==> src/hdl/gdfm_pkg.sv <==
// Purpose: constants for the gate driver fault manager
// Assumes: 50 MHz system clock
// Notes: register offsets are word aligned byte addresses
package gdfm_pkg;
  localparam int unsigned CLK_HZ = 50000000;
  // ----------------------------------------
  // times in their own units
  // ----------------------------------------
  localparam int unsigned DEGLITCH_NS = 4000;
  localparam int unsigned RETRY_US = 4000;
  localparam int unsigned DRIVE_TIMEOUT_NS = 4000;
  localparam int unsigned RST_PULSE_US = 40;
  localparam int unsigned SLEEP_DELAY_US = 100;
  localparam int unsigned WAKE_TIME_US = 1000;
  localparam int unsigned DEGLITCH_CYC = (DEGLITCH_NS * (CLK_HZ / 1000000) + 999) / 1000;
  localparam int unsigned RETRY_CYC = RETRY_US * (CLK_HZ / 1000000);
  localparam int unsigned DRIVE_TIMEOUT_CYC = (DRIVE_TIMEOUT_NS * (CLK_HZ / 1000000) + 999) / 1000;
  localparam int unsigned RST_PULSE_CYC = RST_PULSE_US * (CLK_HZ / 1000000);
  localparam int unsigned SLEEP_DELAY_CYC = SLEEP_DELAY_US * (CLK_HZ / 1000000);
  localparam int unsigned WAKE_TIME_CYC = WAKE_TIME_US * (CLK_HZ / 1000000);
  // ----------------------------------------
  // register map
  // ----------------------------------------
  localparam logic [3:0] ADDR_STATUS = 4'h0;
  localparam logic [3:0] ADDR_GATE_STATUS = 4'h4;
  localparam logic [3:0] ADDR_CONTROL = 4'h8;
  localparam logic [31:0] CONTROL_RESET = 32'h0000_0000;
  // status bit positions
  localparam int unsigned ST_SUMMARY = 0;
  localparam int unsigned ST_SENSE = 1;
  localparam int unsigned ST_GDF = 2;
  localparam int unsigned ST_TSD = 3;
  localparam int unsigned ST_TW = 4;
  localparam int unsigned ST_MOS_ON = 5;
  localparam int unsigned ST_CP_ON = 6;
  localparam int unsigned ST_OPER = 7;
  // control bit positions
  localparam int unsigned CT_CLEAR = 0;
  localparam int unsigned CT_MODE_LO = 1;
  localparam int unsigned CT_SENSE_DIS = 3;
  localparam int unsigned CT_GDF_DIS = 4;
  localparam int unsigned CT_TW_REP = 5;
  // response modes
  localparam logic [1:0] MODE_LATCH = 2'h0;
  localparam logic [1:0] MODE_RETRY = 2'h1;
  localparam logic [1:0] MODE_REPORT = 2'h2;
  localparam logic [1:0] MODE_OFF = 2'h3;
  typedef enum logic [3:0] {
    GDFM_SLEEP = 4'b0001,
    GDFM_WAKE = 4'b0010,
    GDFM_OPER = 4'b0100,
    GDFM_GOSLEEP = 4'b1000
  } gdfm_pwr_t;
endpackage : gdfm_pkg

==> src/hdl/gdfm_top.sv <==
// Purpose: fault handling and power state control of a three-phase gate driver
// Assumes: comparator flags already synchronous to clk_sys_in
// Notes: pin_config_in high selects the fixed-response variant
//
// The Avalon-MM interface to the registers and the register offsets were left to the implementer.
`timescale 1ns/10ps
`default_nettype none
module gdfm_top
  import gdfm_pkg::*;
#(
  parameter int unsigned DEGLITCH_CYCLES = DEGLITCH_CYC,
  parameter int unsigned RETRY_CYCLES = RETRY_CYC,
  parameter int unsigned DRIVE_CYCLES = DRIVE_TIMEOUT_CYC,
  parameter int unsigned RST_PULSE_CYCLES = RST_PULSE_CYC,
  parameter int unsigned SLEEP_CYCLES = SLEEP_DELAY_CYC,
  parameter int unsigned WAKE_CYCLES = WAKE_TIME_CYC
)(
  input wire logic clk_sys_in,
  input wire logic rst_n_in,
  input wire logic enable_in,
  input wire logic supply_undervoltage_in,
  input wire logic pin_config_in,
  input wire logic sense_overcurrent_in,
  input wire logic [5:0] gate_cmd_in,
  input wire logic [5:0] gate_level_in,
  input wire logic thermal_warning_in,
  input wire logic thermal_shutdown_in,
  input wire logic [3:0] avs_address_in,
  input wire logic avs_read_in,
  input wire logic avs_write_in,
  input wire logic [31:0] avs_writedata_in,
  output logic [31:0] avs_readdata_out,
  output logic avs_waitrequest_out,
  output logic fault_out_n,
  output logic mosfet_enable_out,
  output logic charge_pump_enable_out,
  output logic regulators_enable_out,
  output logic ready_out
);
  // ----------------------------------------
  // helpers
  // ----------------------------------------
  function automatic logic [31:0] cnt_step(input logic [31:0] c, input logic run);
    cnt_step = run ? c + 32'h1 : 32'h0;
  endfunction : cnt_step

  gdfm_pwr_t pwr_r;
  logic [31:0] pwr_cnt_r;
  logic [31:0] low_cnt_r;
  logic en_d_r;
  logic pulse_clear_r;
  logic [31:0] ctrl_r;
  logic [31:0] deg_cnt_r;
  logic [31:0] retry_cnt_r;
  logic [31:0] drv_cnt_r [6];
  logic sense_flag_r;
  logic sense_shut_r;
  logic gdf_flag_r;
  logic [5:0] vgs_flags_r;
  logic tsd_flag_r;
  logic clear_bit_r;
  logic ack_r;
  logic [1:0] mode;
  logic sense_off;
  logic sense_trip;
  logic [5:0] gate_stuck;
  logic gdf_on;
  logic clear_any;
  logic oper;
  logic summary;

  assign oper = (pwr_r == GDFM_OPER);
  // ----------------------------------------
  // configuration decode
  // ----------------------------------------
  always_comb
  begin
    if (pin_config_in)
    begin
      mode = MODE_RETRY;
      sense_off = 1'b0;
      gdf_on = 1'b1;
    end
    else
    begin
      mode = ctrl_r[CT_MODE_LO +: 2];
      sense_off = (mode == MODE_OFF) || ctrl_r[CT_SENSE_DIS];
      gdf_on = !ctrl_r[CT_GDF_DIS];
    end
  end

  assign sense_trip = oper && !sense_off && sense_overcurrent_in && (deg_cnt_r >= DEGLITCH_CYCLES);
  assign clear_any = clear_bit_r || pulse_clear_r;

  // ----------------------------------------
  // power state
  // ----------------------------------------
  always_ff @(posedge clk_sys_in)
  begin
    if (!rst_n_in)
    begin
      pwr_r <= GDFM_SLEEP;
      pwr_cnt_r <= 32'h0;
    end
    else
    begin
      case (pwr_r)
        GDFM_SLEEP:
        begin
          pwr_cnt_r <= 32'h0;
          if (enable_in)
            pwr_r <= GDFM_WAKE;
        end
        GDFM_WAKE:
        begin
          pwr_cnt_r <= pwr_cnt_r + 32'h1;
          if (!enable_in)
          begin
            pwr_r <= GDFM_SLEEP;
          end
          else if (pwr_cnt_r + 32'h1 >= WAKE_CYCLES && !supply_undervoltage_in)
          begin
            pwr_r <= GDFM_OPER;
            pwr_cnt_r <= 32'h0;
          end
        end
        GDFM_OPER:
        begin
          pwr_cnt_r <= 32'h0;
          if (supply_undervoltage_in)
            pwr_r <= GDFM_WAKE;
          else if (!enable_in && low_cnt_r + 32'h1 >= RST_PULSE_CYCLES)
            pwr_r <= GDFM_GOSLEEP;
        end
        GDFM_GOSLEEP:
        begin
          pwr_cnt_r <= pwr_cnt_r + 32'h1;
          if (enable_in)
          begin
            pwr_r <= GDFM_WAKE;
            pwr_cnt_r <= 32'h0;
          end
          else if (pwr_cnt_r + 32'h1 >= SLEEP_CYCLES)
            pwr_r <= GDFM_SLEEP;
        end
        default:
          pwr_r <= GDFM_SLEEP;
      endcase
    end
  end

  // ----------------------------------------
  // enable reset pulse
  // ----------------------------------------
  // a short low in operating mode clears faults; longer lows go to sleep
  always_ff @(posedge clk_sys_in)
  begin
    if (!rst_n_in)
    begin
      en_d_r <= 1'b0;
      low_cnt_r <= 32'h0;
      pulse_clear_r <= 1'b0;
    end
    else
    begin
      en_d_r <= enable_in;
      low_cnt_r <= (oper && !enable_in) ? low_cnt_r + 32'h1 : 32'h0;
      pulse_clear_r <= oper && enable_in && !en_d_r && (low_cnt_r != 32'h0) &&
                       (low_cnt_r < RST_PULSE_CYCLES);
    end
  end

  // ----------------------------------------
  // sense overcurrent
  // ----------------------------------------
  always_ff @(posedge clk_sys_in)
  begin
    if (!rst_n_in)
      deg_cnt_r <= 32'h0;
    else if (deg_cnt_r >= DEGLITCH_CYCLES)
      deg_cnt_r <= sense_overcurrent_in ? deg_cnt_r : 32'h0;
    else
      deg_cnt_r <= cnt_step(deg_cnt_r, oper && sense_overcurrent_in);
  end

  always_ff @(posedge clk_sys_in)
  begin
    if (!rst_n_in || !oper)
    begin
      sense_flag_r <= 1'b0;
      sense_shut_r <= 1'b0;
      retry_cnt_r <= 32'h0;
    end
    else if (sense_trip && !sense_flag_r)
    begin
      sense_flag_r <= 1'b1;
      sense_shut_r <= (mode != MODE_REPORT);
      retry_cnt_r <= 32'h0;
    end
    else if (sense_flag_r && mode == MODE_RETRY)
    begin
      retry_cnt_r <= retry_cnt_r + 32'h1;
      if (retry_cnt_r + 32'h1 >= RETRY_CYCLES)
      begin
        sense_flag_r <= 1'b0;
        sense_shut_r <= 1'b0;
      end
    end
    else if (sense_flag_r && clear_any && !sense_overcurrent_in)
    begin
      sense_flag_r <= 1'b0;
      sense_shut_r <= 1'b0;
    end
  end

  // ----------------------------------------
  // gate drive fault, one timer per gate
  // ----------------------------------------
  genvar gi;
  generate
    for (gi = 0; gi < 6; gi++)
    begin : g_drv
      always_ff @(posedge clk_sys_in)
      begin
        if (!rst_n_in)
          drv_cnt_r[gi] <= 32'h0;
        else if (drv_cnt_r[gi] >= DRIVE_CYCLES)
          drv_cnt_r[gi] <= (gate_cmd_in[gi] != gate_level_in[gi]) ? drv_cnt_r[gi] : 32'h0;
        else
          drv_cnt_r[gi] <= cnt_step(drv_cnt_r[gi], oper && mosfet_enable_out &&
                                    (gate_cmd_in[gi] != gate_level_in[gi]));
      end
      assign gate_stuck[gi] = drv_cnt_r[gi] >= DRIVE_CYCLES;
    end
  endgenerate

  always_ff @(posedge clk_sys_in)
  begin
    if (!rst_n_in || !oper || !gdf_on)
    begin
      gdf_flag_r <= 1'b0;
      vgs_flags_r <= 6'h0;
    end
    else if (|gate_stuck)
    begin
      gdf_flag_r <= 1'b1;
      vgs_flags_r <= vgs_flags_r | gate_stuck;
    end
    else if (clear_any)
    begin
      gdf_flag_r <= 1'b0;
      vgs_flags_r <= 6'h0;
    end
  end

  // ----------------------------------------
  // thermal shutdown flag
  // ----------------------------------------
  always_ff @(posedge clk_sys_in)
  begin
    if (!rst_n_in)
      tsd_flag_r <= 1'b0;
    else if (thermal_shutdown_in)
      tsd_flag_r <= 1'b1;
    else if (clear_any)
      tsd_flag_r <= 1'b0;
  end

  // summary: or of fault flags, also raised while regulators move
  assign summary = sense_flag_r || gdf_flag_r || tsd_flag_r || thermal_shutdown_in ||
                   (thermal_warning_in && ctrl_r[CT_TW_REP]) ||
                   (pwr_r == GDFM_WAKE) || (pwr_r == GDFM_GOSLEEP);

  // ----------------------------------------
  // outputs
  // ----------------------------------------
  always_ff @(posedge clk_sys_in)
  begin
    if (!rst_n_in)
    begin
      fault_out_n <= 1'b1;
      mosfet_enable_out <= 1'b0;
      charge_pump_enable_out <= 1'b0;
      regulators_enable_out <= 1'b0;
      ready_out <= 1'b0;
    end
    else
    begin
      fault_out_n <= !summary || (pwr_r == GDFM_SLEEP);
      mosfet_enable_out <= oper && !sense_shut_r && !gdf_flag_r && !thermal_shutdown_in;
      charge_pump_enable_out <= oper && !thermal_shutdown_in;
      regulators_enable_out <= (pwr_r != GDFM_SLEEP);
      ready_out <= oper;
    end
  end

  // ----------------------------------------
  // avalon slave, one wait cycle per access
  // ----------------------------------------
  // waitrequest is a registered inverse of the ack decision, so the pin comes from a flop
  always_ff @(posedge clk_sys_in)
  begin
    if (!rst_n_in)
    begin
      ack_r <= 1'b0;
      avs_waitrequest_out <= 1'b1;
    end
    else
    begin
      ack_r <= (avs_read_in || avs_write_in) && !ack_r;
      avs_waitrequest_out <= !((avs_read_in || avs_write_in) && !ack_r);
    end
  end

  // clear bit is a self-clearing strobe; settings survive pulses
  always_ff @(posedge clk_sys_in)
  begin
    if (!rst_n_in)
    begin
      ctrl_r <= CONTROL_RESET;
      clear_bit_r <= 1'b0;
    end
    else
    begin
      clear_bit_r <= 1'b0;
      if (avs_write_in && ack_r && avs_address_in == ADDR_CONTROL && oper)
      begin
        ctrl_r <= {26'h0, avs_writedata_in[5:1], 1'b0};
        clear_bit_r <= avs_writedata_in[CT_CLEAR];
      end
    end
  end

  always_ff @(posedge clk_sys_in)
  begin
    if (!rst_n_in)
      avs_readdata_out <= 32'h0;
    else if (avs_read_in && !ack_r)
    begin
      if (avs_address_in == ADDR_STATUS)
        avs_readdata_out <= {24'h0, oper, charge_pump_enable_out, mosfet_enable_out,
                             thermal_warning_in, tsd_flag_r, gdf_flag_r, sense_flag_r, !fault_out_n};
      else if (avs_address_in == ADDR_GATE_STATUS)
        avs_readdata_out <= {26'h0, vgs_flags_r};
      else if (avs_address_in == ADDR_CONTROL)
        avs_readdata_out <= ctrl_r;
      else
        avs_readdata_out <= 32'h0;
    end
  end
endmodule : gdfm_top
`default_nettype wire
==> config.mk <==
export PLATFORM = sky130hd
export DESIGN_NAME = gdfm_top
export DESIGN_NICKNAME = d
export VERILOG_FILES = /design/src/hdl/gdfm_pkg.sv /design/src/hdl/gdfm_top.sv
export SDC_FILE = /design/constraint.sdc
export NUM_CORES = 1
export LEC_CHECK = 0
export BUFFER_PORTS_ARGS = -buffer_cell sky130_fd_sc_hd__buf_2
export CORE_MARGIN = 3
export CORE_UTILIZATION = 40
export CTS_BUF_LIST = sky130_fd_sc_hd__clkbuf_8
export CTS_CLUSTER_DIAMETER = 200
export DETAILED_ROUTE_END_ITERATION = 6
export GPL_TIMING_DRIVEN = 0
export PLACE_DENSITY = 0.66
export SLEW_MARGIN = 20
export SYNTH_ARGS = -nofsm -noshare
export SYNTH_HDL_FRONTEND = slang
export SYNTH_SLANG_ARGS = --single-unit
==> constraint.sdc <==
create_clock -name clk_sys_in -period 7.1 [get_ports clk_sys_in]
set_input_delay 0.355 -clock clk_sys_in [delete_from_list [all_inputs] [get_ports clk_sys_in]]
set_output_delay 0.355 -clock clk_sys_in [all_outputs]
set_load 0.02 [all_outputs]
* After elaboration in Yosys (flattened, before gate mapping)
Memories as Yosys holds them, arrays and structs flattened.
Index checks and enable logic that the tools add are counted.
** Operators by class
- $add $sub $neg :: 10
- Order comparisons :: 12
- Equality and inequality tests :: 22
- Mux-type cells :: 92
- Bitwise logic cells :: 13
- Reductions and logical operators :: 74
** Operators with widths (number)
- $mux 32 :: 30
- $add 32x1->32 const B :: 10
- $ge 32x8->1 const B :: 7
- $pmux 32 s3 :: 1
- $mux 1 :: 47
- $ge 32x11->1 const B :: 1
- $ge 32x13->1 const B :: 1
- $ge 32x16->1 const B :: 1
- $ge 32x18->1 const B :: 1
- $logic_and 1x1->1 :: 32
- $lt 32x11->1 const B :: 1
- $reduce_bool 32->1 :: 1
- $mux 4 :: 7
- $mux 6 :: 4
- $logic_not 1->1 :: 17
- $pmux 4 s4 :: 1
- $logic_or 1x1->1 :: 12
- $or 1x1->1 :: 12
- $eq 4x3->1 const B :: 2
- $eq 4x4->1 const B :: 2
- $mux 8 :: 1
- $ne 1x1->1 :: 6
- $ne 2x2->1 const B :: 3
- $ne 3x2->1 const B :: 2
- 15 further kinds :: 21
** Word-level totals
- Register bits :: 189
- RAM bits :: 192
- Input bits :: 58
- Logic and storage cells :: 246
- Memories :: 1
** Memory list
- drv_cnt_r :: words 6, bits a word 32, rd ports 6, clocked after memory_dff 0, write ports 6, RTL line gdfm_top.sv:55 : logic [31:0] drv_cnt_r [6];

* Logic depth before layout (Yosys ltp)
Gate-level depths: netlist (run 1).
- Word-level depth :: 10
- Depth in mapped cells :: 13
- Mapped depth without buffers :: 10

* Worst setup path before layout (run 1)
OpenSTA, ideal clock, no wires.
- Kind :: register -> register
- From :: register pwr_cnt_r[9]
- To :: register pwr_cnt_r[16]
- Setup time :: 72 ps
- Arrival time :: 3264 ps
- Required time :: 7028 ps
- Path slack :: 3764 ps
- Stages on the path, launching flop included :: 14
- Buffers on the path :: 4
- Path through :: dfxtp_1 > buf_2 > nand4_4 > or4_1 > buf_2 > or4_1 > xnor2_1 > a2111oi_0 > nand4_1 > o21ai_2 > buf_6 > buf_6 > nand3_1 > mux2i_1
** On the way
- Longest elaborated chain between the ends :: 6
- Elaborated cells on any way between the ends :: 7
** Ends and longest elaborated chain
- from (decl) :: RTL line gdfm_top.sv:48 : logic [31:0] pwr_cnt_r;
- from (signal assigned) :: RTL line gdfm_top.sv:116 : pwr_cnt_r <= pwr_cnt_r + 32'h1;
- from (signal assigned) :: RTL line gdfm_top.sv:137 : pwr_cnt_r <= pwr_cnt_r + 32'h1;
- $add 32x1->32 * :: RTL line gdfm_top.sv:116, gdfm_top.sv:121, gdfm_top.sv:137
- $ge 32x16->1 :: RTL line gdfm_top.sv:121 : else if (pwr_cnt_r + 32'h1 >= WAKE_CYCLES && !supply_undervoltage_in)
- $logic_and 1x1->1 :: RTL line gdfm_top.sv:121
- $mux 32 :: RTL line gdfm_top.sv:121
- $mux 32 :: RTL line gdfm_top.sv:117 : if (!enable_in)
- $pmux 32 s3 * :: RTL line gdfm_top.sv:107 : case (pwr_r)
Every way passes the cells marked *; elsewhere a longest branch is shown, timed or not.
A chain may end at the register's enable or synchronous reset.

* Worst setup path in the final report (run 1)
- From :: register pwr_cnt_r[9]
- To :: register pwr_cnt_r[2]
** On the way
- Longest elaborated chain between the ends :: 6
** Ends and longest elaborated chain (RTL line)
- $add 32x1->32 :: gdfm_top.sv:121
- $ge 32x16->1 :: gdfm_top.sv:121
- $logic_and 1x1->1 :: gdfm_top.sv:121
- $mux 32 :: gdfm_top.sv:121
- $mux 32 :: gdfm_top.sv:117
- $pmux 32 s3 :: gdfm_top.sv:107
No other way between the ends.

==> flow_summary.toml, run 1 <==
[worst_setup_path]
cp_slowest_cell = "a2111oi_0"
start_kind = "flip-flop"
required_ps = 7660
crit_type = "flip-flop to flip-flop"
worst_path_most_repeated_cell = "buf_2"
crit_family = "simple AND/OR/NAND/NOR gates"
critPathMaxStageDelay_ps = 670
crit_arrival_ps = 4740
cp_cell_sequence = "buf_2 > nand4_4 > or4_1 > buf_2 > or4_1 > xnor2_1 > a2111oi_0 > nand4_1 > o21ai_2 > buf_2 > nand2_1 > a31oi_1"
critical_path_buf_inv_count = 3
critical_path_peak_fanout = 10
cp-end-kind = "flip-flop"

[logic_synthesis]
synth_top_family_by_area = "simple AND/OR/NAND/NOR gates"
async_flop_share = 0
synth.most_common_cell = "edfxtp_1"
yosysUniqueCellTypes = 70
synthMuxAreaShare = 0.00822
synth_compound_area_frac = 0.0842
synthTopCellsByArea = "edfxtp_1, dfxtp_1, nor2_1"
syn_inst = 1562
synth_edf_count = 192
synth_common_cells = "edfxtp_1, nor2_1, dfxtp_1, nand2_1, nand3_1"
yosys.area_share.simple = 0.221
synth_top_flop_cell = "edfxtp_1"
synth_top_area_share = 0.357
yosysSeqAreaShare = 0.562
yosysWarnings = 0
synth_top_area_cell = "edfxtp_1"
synthAdderAreaFrac = 0.0147
synth_area_um2 = 16100
synthXorXnorAreaFrac = 0.0695
syn_avg_cell_area_um2 = 10.3
ys_ff_latch = 357

[job]
drv_cap = 0

[routing]
drt_iter0_markers = 750
vias_per_cell = 4.96
ant_nets = 0
drt_first_pass_iters = 7
drc_errors = 0
wirelength_mm = 33.5
wire_per_inst_um = 13.9
vias = 12000

[place]
place_inst = 2291
portBuffers = 43
dpl_cell_area_um2 = 17600
gp_routability_congestion = 0.916
hpwl_mm = 23.0

[grt]
antenna_found_initial = 0
gr-usage-met3 = 0.0367
top_usage_layer = "met2"
grt_use_total = 0.156
grt_max_degree = 33
grt.overflow.total = 0
use_met2 = 0.252
grt_pass1_vias = 11100
grt_pass1_wl_mm = 54.5
grtUsageMet1 = 0.211

[timing]
min_period_ps = 4180
post-route-period-util = 0.589
slew_violations = 0
fin_setup_tns_ps = 0
clock.fmax_mhz = 239
setup-violations-final = 0
skew_ps = 22.7
hold_viol = 0
rsz0062_at_grt = "false"
worst_slew_pin_slew_ps = 969
slew_headroom = 0.349

[cts]
clock_sinks = 357
cts.reportedPaths.clkPinSlew_ps = 60
ctsResizeCount = 0
ctsHoldBuffers = 10
clock_latency_ps = 650
cts_setup_buffers = 0
cts_buffer_depth = 3
cts_buffers = 60
root_buffer = "clkbuf_8"
htree_num_levels = 2
cts_tree = "built"

[final_layout]
final_layout_size_suffix_gt1_frac = 0.0998
regArea_um2 = 9070
final_cell_area_um2 = 19100
final_cells = 2412
diodes = 0
area_growth_pct = 18.1
nFillCells = 3684
final_util = 0.485
multiInputGateArea_um2 = 7060
finalNetCount = 1922

[floorplan]
dieArea_um2 = 42800
start_util = 0.411
die_y_um = 207
core_um2 = 39300
die_w_um = 207
ios = 96
rows = 72

[worst_hold_path]
hold_path_class = "primary input to flip-flop"

[outcome]
status = "completed"

[power_and_ir_drop]
leakagePower_nw = 7.04
total_power_mw = 4.54
ir_drop_v = 0.000141
p_per_area_nw_per_um2 = 238
-- layout by cell type (no fill, tap or decap), types with 12 or more instances in the layout --
| cell type | instances |
|---|---|
| buf_2 | 51 |
| a31oi_1 | 30 |
| clkbuf_8 | 74 |
| inv_1 | 60 |
| and2_1 | 27 |
| dfxtp_1 | 165 |
| and4_1 | 12 |
| nor3_1 | 30 |
| buf_4 | 24 |
| nor2b_1 | 23 |
| nand4_1 | 41 |
| xor2_1 | 71 |
| conb_1 | 168 |
| clkbuf_1 | 61 |
| edfxtp_1 | 192 |
| nand2_1 | 111 |
| o21ai_0 | 22 |
| ha_1 | 19 |
| a21oi_1 | 60 |
| xnor2_1 | 57 |
| nor4_1 | 61 |
| and3_1 | 58 |
| nand3_1 | 91 |
| nor2_1 | 178 |
| nand2b_1 | 12 |
-- per-stage QoR --
step | worst slack, ps | hold slack [ps]
after floorplan | 3760 | 392
after global placement | 3020 | 413
after detailed placement | 3040 | 422
after CTS | 2980 | 12.1
after global routing | 2610 | 22.7
final | 2920 | 70.3
-- state kept, by name, summed over array words and instances (netlist names), 4 cells and up --
name / flops
ctrl_r: 5
low_cnt_r: 32
pwr_cnt_r: 32
drv_cnt_r: 192
pwr_r: 4
avs_readdata_out: 8
retry_cnt_r: 32
deg_cnt_r: 32
vgs_flags_r: 6
-- worst paths after layout --
check                            startpoint                           end  slack [ps]  cells after the start
setup reg to reg  pwr_cnt_r[9]$_SDFFE_PN0P_     pwr_cnt_r[2]$_SDFFE_PN0P_        2920                     12
hold / removal                 avs_write_in              ack_r$_SDFF_PN0_          70                      2
hold reg to reg   sense_shut_r$_SDFFE_PP0P_  mosfet_enable_out$_SDFF_PN0_         430                      1
setup / recovery  pwr_cnt_r[9]$_SDFFE_PN0P_     pwr_cnt_r[2]$_SDFFE_PN0P_        2920                     12
-- kinds of logic (layout without fill, tap and decap cells) --
group | after synthesis | count (layout)
and+or+nand+nor | 694 | 694
DFF | 357 | 357
AOI/OAI and AO/OA | 209 | 209
buffers and inverters | 141 | 306
xor gates and xnor gates | 128 | 128
adders and majority gates | 19 | 19
muxes | 13 | 13
other | 1 | 168
-- cell type report --
type | instances | share of cell area
Clock inverter | 37 | 0.0158
Multi-Input combinational cell | 1231 | 0.370
Buffer | 98 | 0.0253
Sequential cell | 357 | 0.476
Timing Repair Buffer | 54 | 0.0168
Clock buffer | 74 | 0.0534
Inverter | 43 | 0.00847
Tap cell | 518 | 0.0340
-- layer usage --
metal,wire (µm),share of wire,up-vias
met1,15400,0.46,5555
met3,1970,0.059,57
met4,718,0.021,0
li1,-,-,6063
met5,0,0,-
met2,15400,0.46,295
-- report_power, final --
| group | switching (mW) | internal [mW] |
|---|---|---|
| combinational | 0.142 | 0.0680 |
| sequential | 0.0500 | 2.32 |
| clock | 0.837 | 1.13 |
| total | 1.03 | 3.51 |
(Power assumes the default switching activity.)
==> inputs of run 2 (changes only) <==
==> constraint.sdc (replaced) <==
create_clock -name clk_sys_in -period 4.1 [get_ports clk_sys_in]
set_input_delay 0.205 -clock clk_sys_in [delete_from_list [all_inputs] [get_ports clk_sys_in]]
set_output_delay 0.205 -clock clk_sys_in [all_outputs]
set_load 0.02 [all_outputs]
==> flow_summary.toml, run 2 (same netlist as run 1, synthesis figures left out) <==
[outcome]
status = "completed"

[floorplan]
dieArea_um2 = 42800
start_util = 0.411
ios = 96
rows = 72
die_y_um = 207
core_um2 = 39300
die_w_um = 207

[worst_setup_path]
start_kind = "flip-flop"
critical_path_peak_fanout = 10
cp_cell_sequence = "buf_2 > nand4_4 > or4_1 > buf_2 > or4_1 > xnor2_1 > a2111oi_2 > nand4_1 > o21ai_4 > buf_2 > nand2_1 > a31oi_1"
crit_type = "flip-flop to flip-flop"
cp.depth = 12
cp-end-kind = "flip-flop"
worst_path_most_repeated_cell = "buf_2"
crit_family = "simple AND/OR/NAND/NOR gates"
required_ps = 4660
crit_arrival_ps = 4410
critical_path_buf_inv_count = 3
critPathMaxStageDelay_ps = 560
reg2regPathDepth = 12
cp_slowest_cell = "or4_1"

[routing]
wl_met3_mm = 1.91
ant_nets = 0
wire_per_inst_um = 13.9
wirelength_mm = 33.6
wl_met2_mm = 15.5
drc_errors = 0
vias = 12000
drt_first_pass_iters = 5
routed.top_layer = "met4"
vias_per_cell = 4.98
drt_iter0_markers = 787
drt-met1-wl_mm = 15.5

[grt]
grt_max_degree = 33
grt_pass1_wl_mm = 54.6
grt_use_total = 0.156
grt_pass1_vias = 11100
grt.overflow.total = 0
antenna_found_initial = 0

[timing]
layout_setup_ws_ps = 250
worst_slew_pin_slew_ps = 849
min_period_ps = 3850
slew_headroom = 0.419
post-route-period-util = 0.939
hold_viol = 0
whs_ps = 81.1
clock.fmax_mhz = 260
slew_violations = 0
skew_ps = 21.6
rsz0062_at_grt = "false"
fin_setup_tns_ps = 0
setup-violations-final = 0

[power_and_ir_drop]
power_frac_seq = 0.521
total_power_mw = 7.87
p_int_mw = 6.08
leakagePower_nw = 7.06
ir_drop_v = 0.000246
switching_power_mw = 1.78
p_per_area_nw_per_um2 = 411
p_comb_frac = 0.047
sw_frac_of_total = 0.227
p_clk_frac = 0.432

[job]
drv_cap = 0

[cts]
clock_sinks = 357
clock_latency_ps = 650
cts.reportedPaths.clkPinSlew_ps = 60
root_buffer = "clkbuf_8"
htree_num_levels = 2
cts_buffers = 60
cts_setup_buffers = 0
cts_buffer_depth = 3
cts_tree = "built"

[place]
pre_cts_ws_ps = 37.8
hpwl_mm = 23.0
gp_routability_congestion = 0.916
portBuffers = 43
dpl_cell_area_um2 = 17600

[final_layout]
nFillCells = 3681
final_cell_area_um2 = 19100
regMostFlops = "drv_cnt_r"
largest_reg_flops = 192
final_common_cell = "edfxtp_1"
final_layout_size_suffix_gt1_frac = 0.101
final_cell_mix = "edfxtp_1, nor2_1, conb_1"
area_growth_pct = 18.5
finalNetCount = 1926

[worst_hold_path]
hold_depth = 4
hold_path_class = "primary input to flip-flop"
-- run 2: cell types whose count changed in the layout (fill, tap and decap cells not counted), sizes merged --
| cell | previous run | this run |
|---|---|---|
| dlygate4sd3 | 10 | 14 |
| diode | 0 | 1 |
| buf | 80 | 79 |
| clkbuf | 136 | 137 |
-- run 2: cell type report --
type,instances,area [µm²],area share
well taps,518,648,0.0339
flip-flops and latches,357,9070,0.474
plain buffers,98,485,0.0254
diodes,1,2.50,0.000131
multi-input cells,1231,7080,0.370
clock buffers,74,1020,0.0533
clock inverters,37,300,0.0157
repair buffers,58,360,0.0188
inverters,43,161,0.00844
-- run 2: path summary, 6_finish.rpt --
path | startpoint | to | slack (ps)
hold / removal | supply_undervoltage_in | pwr_r[2]$_SDFFE_PN0P_ | 80
hold reg to reg | sense_shut_r$_SDFFE_PP0P_ | mosfet_enable_out$_SDFF_PN0_ | 440
setup reg to reg | pwr_cnt_r[9]$_SDFFE_PN0P_ | pwr_cnt_r[2]$_SDFFE_PN0P_ | 250
setup / recovery | pwr_cnt_r[9]$_SDFFE_PN0P_ | pwr_cnt_r[2]$_SDFFE_PN0P_ | 250
-- run 2: timing repair --
item / CTS / global route
endpoints found under the setup margin: 2 / 21
gates cloned: 0 / 0
hold buffers: 14 / 0
resized for setup: 1 / 5
endpoints found under the hold margin: 19 / 0
-- run 2: power by group through the flow --
stage	Combinational [mW]	Clock [mW]	Sequential [mW]
after floorplan	0.241	0	4.15
after global placement	0.346	0	4.16
after detailed placement	0.351	0	4.17
after CTS	0.364	3.50	4.10
after global routing	0.415	3.68	4.12
final	0.369	3.40	4.10
-- run 2: through the flow --
stage	util	instances
floorplan	-	1729
global placement	0.449	2290
detailed placement	0.449	2291
CTS	0.486	2416
global route	0.487	2416
finish	0.487	2417
-- run 2: tightest hold or removal path: stages --
cell and delay, ps:
buf_2 170, a211oi_1 70, a211oi_1 170, nor3_1 60
-- run 2: layer usage --
layer  track usage  vias to the layer above
li1              -                     6073
met1         0.211                     5616
met2         0.252                      284
met3        0.0367                       62
met4        0.0470                        0
met5             0                        -
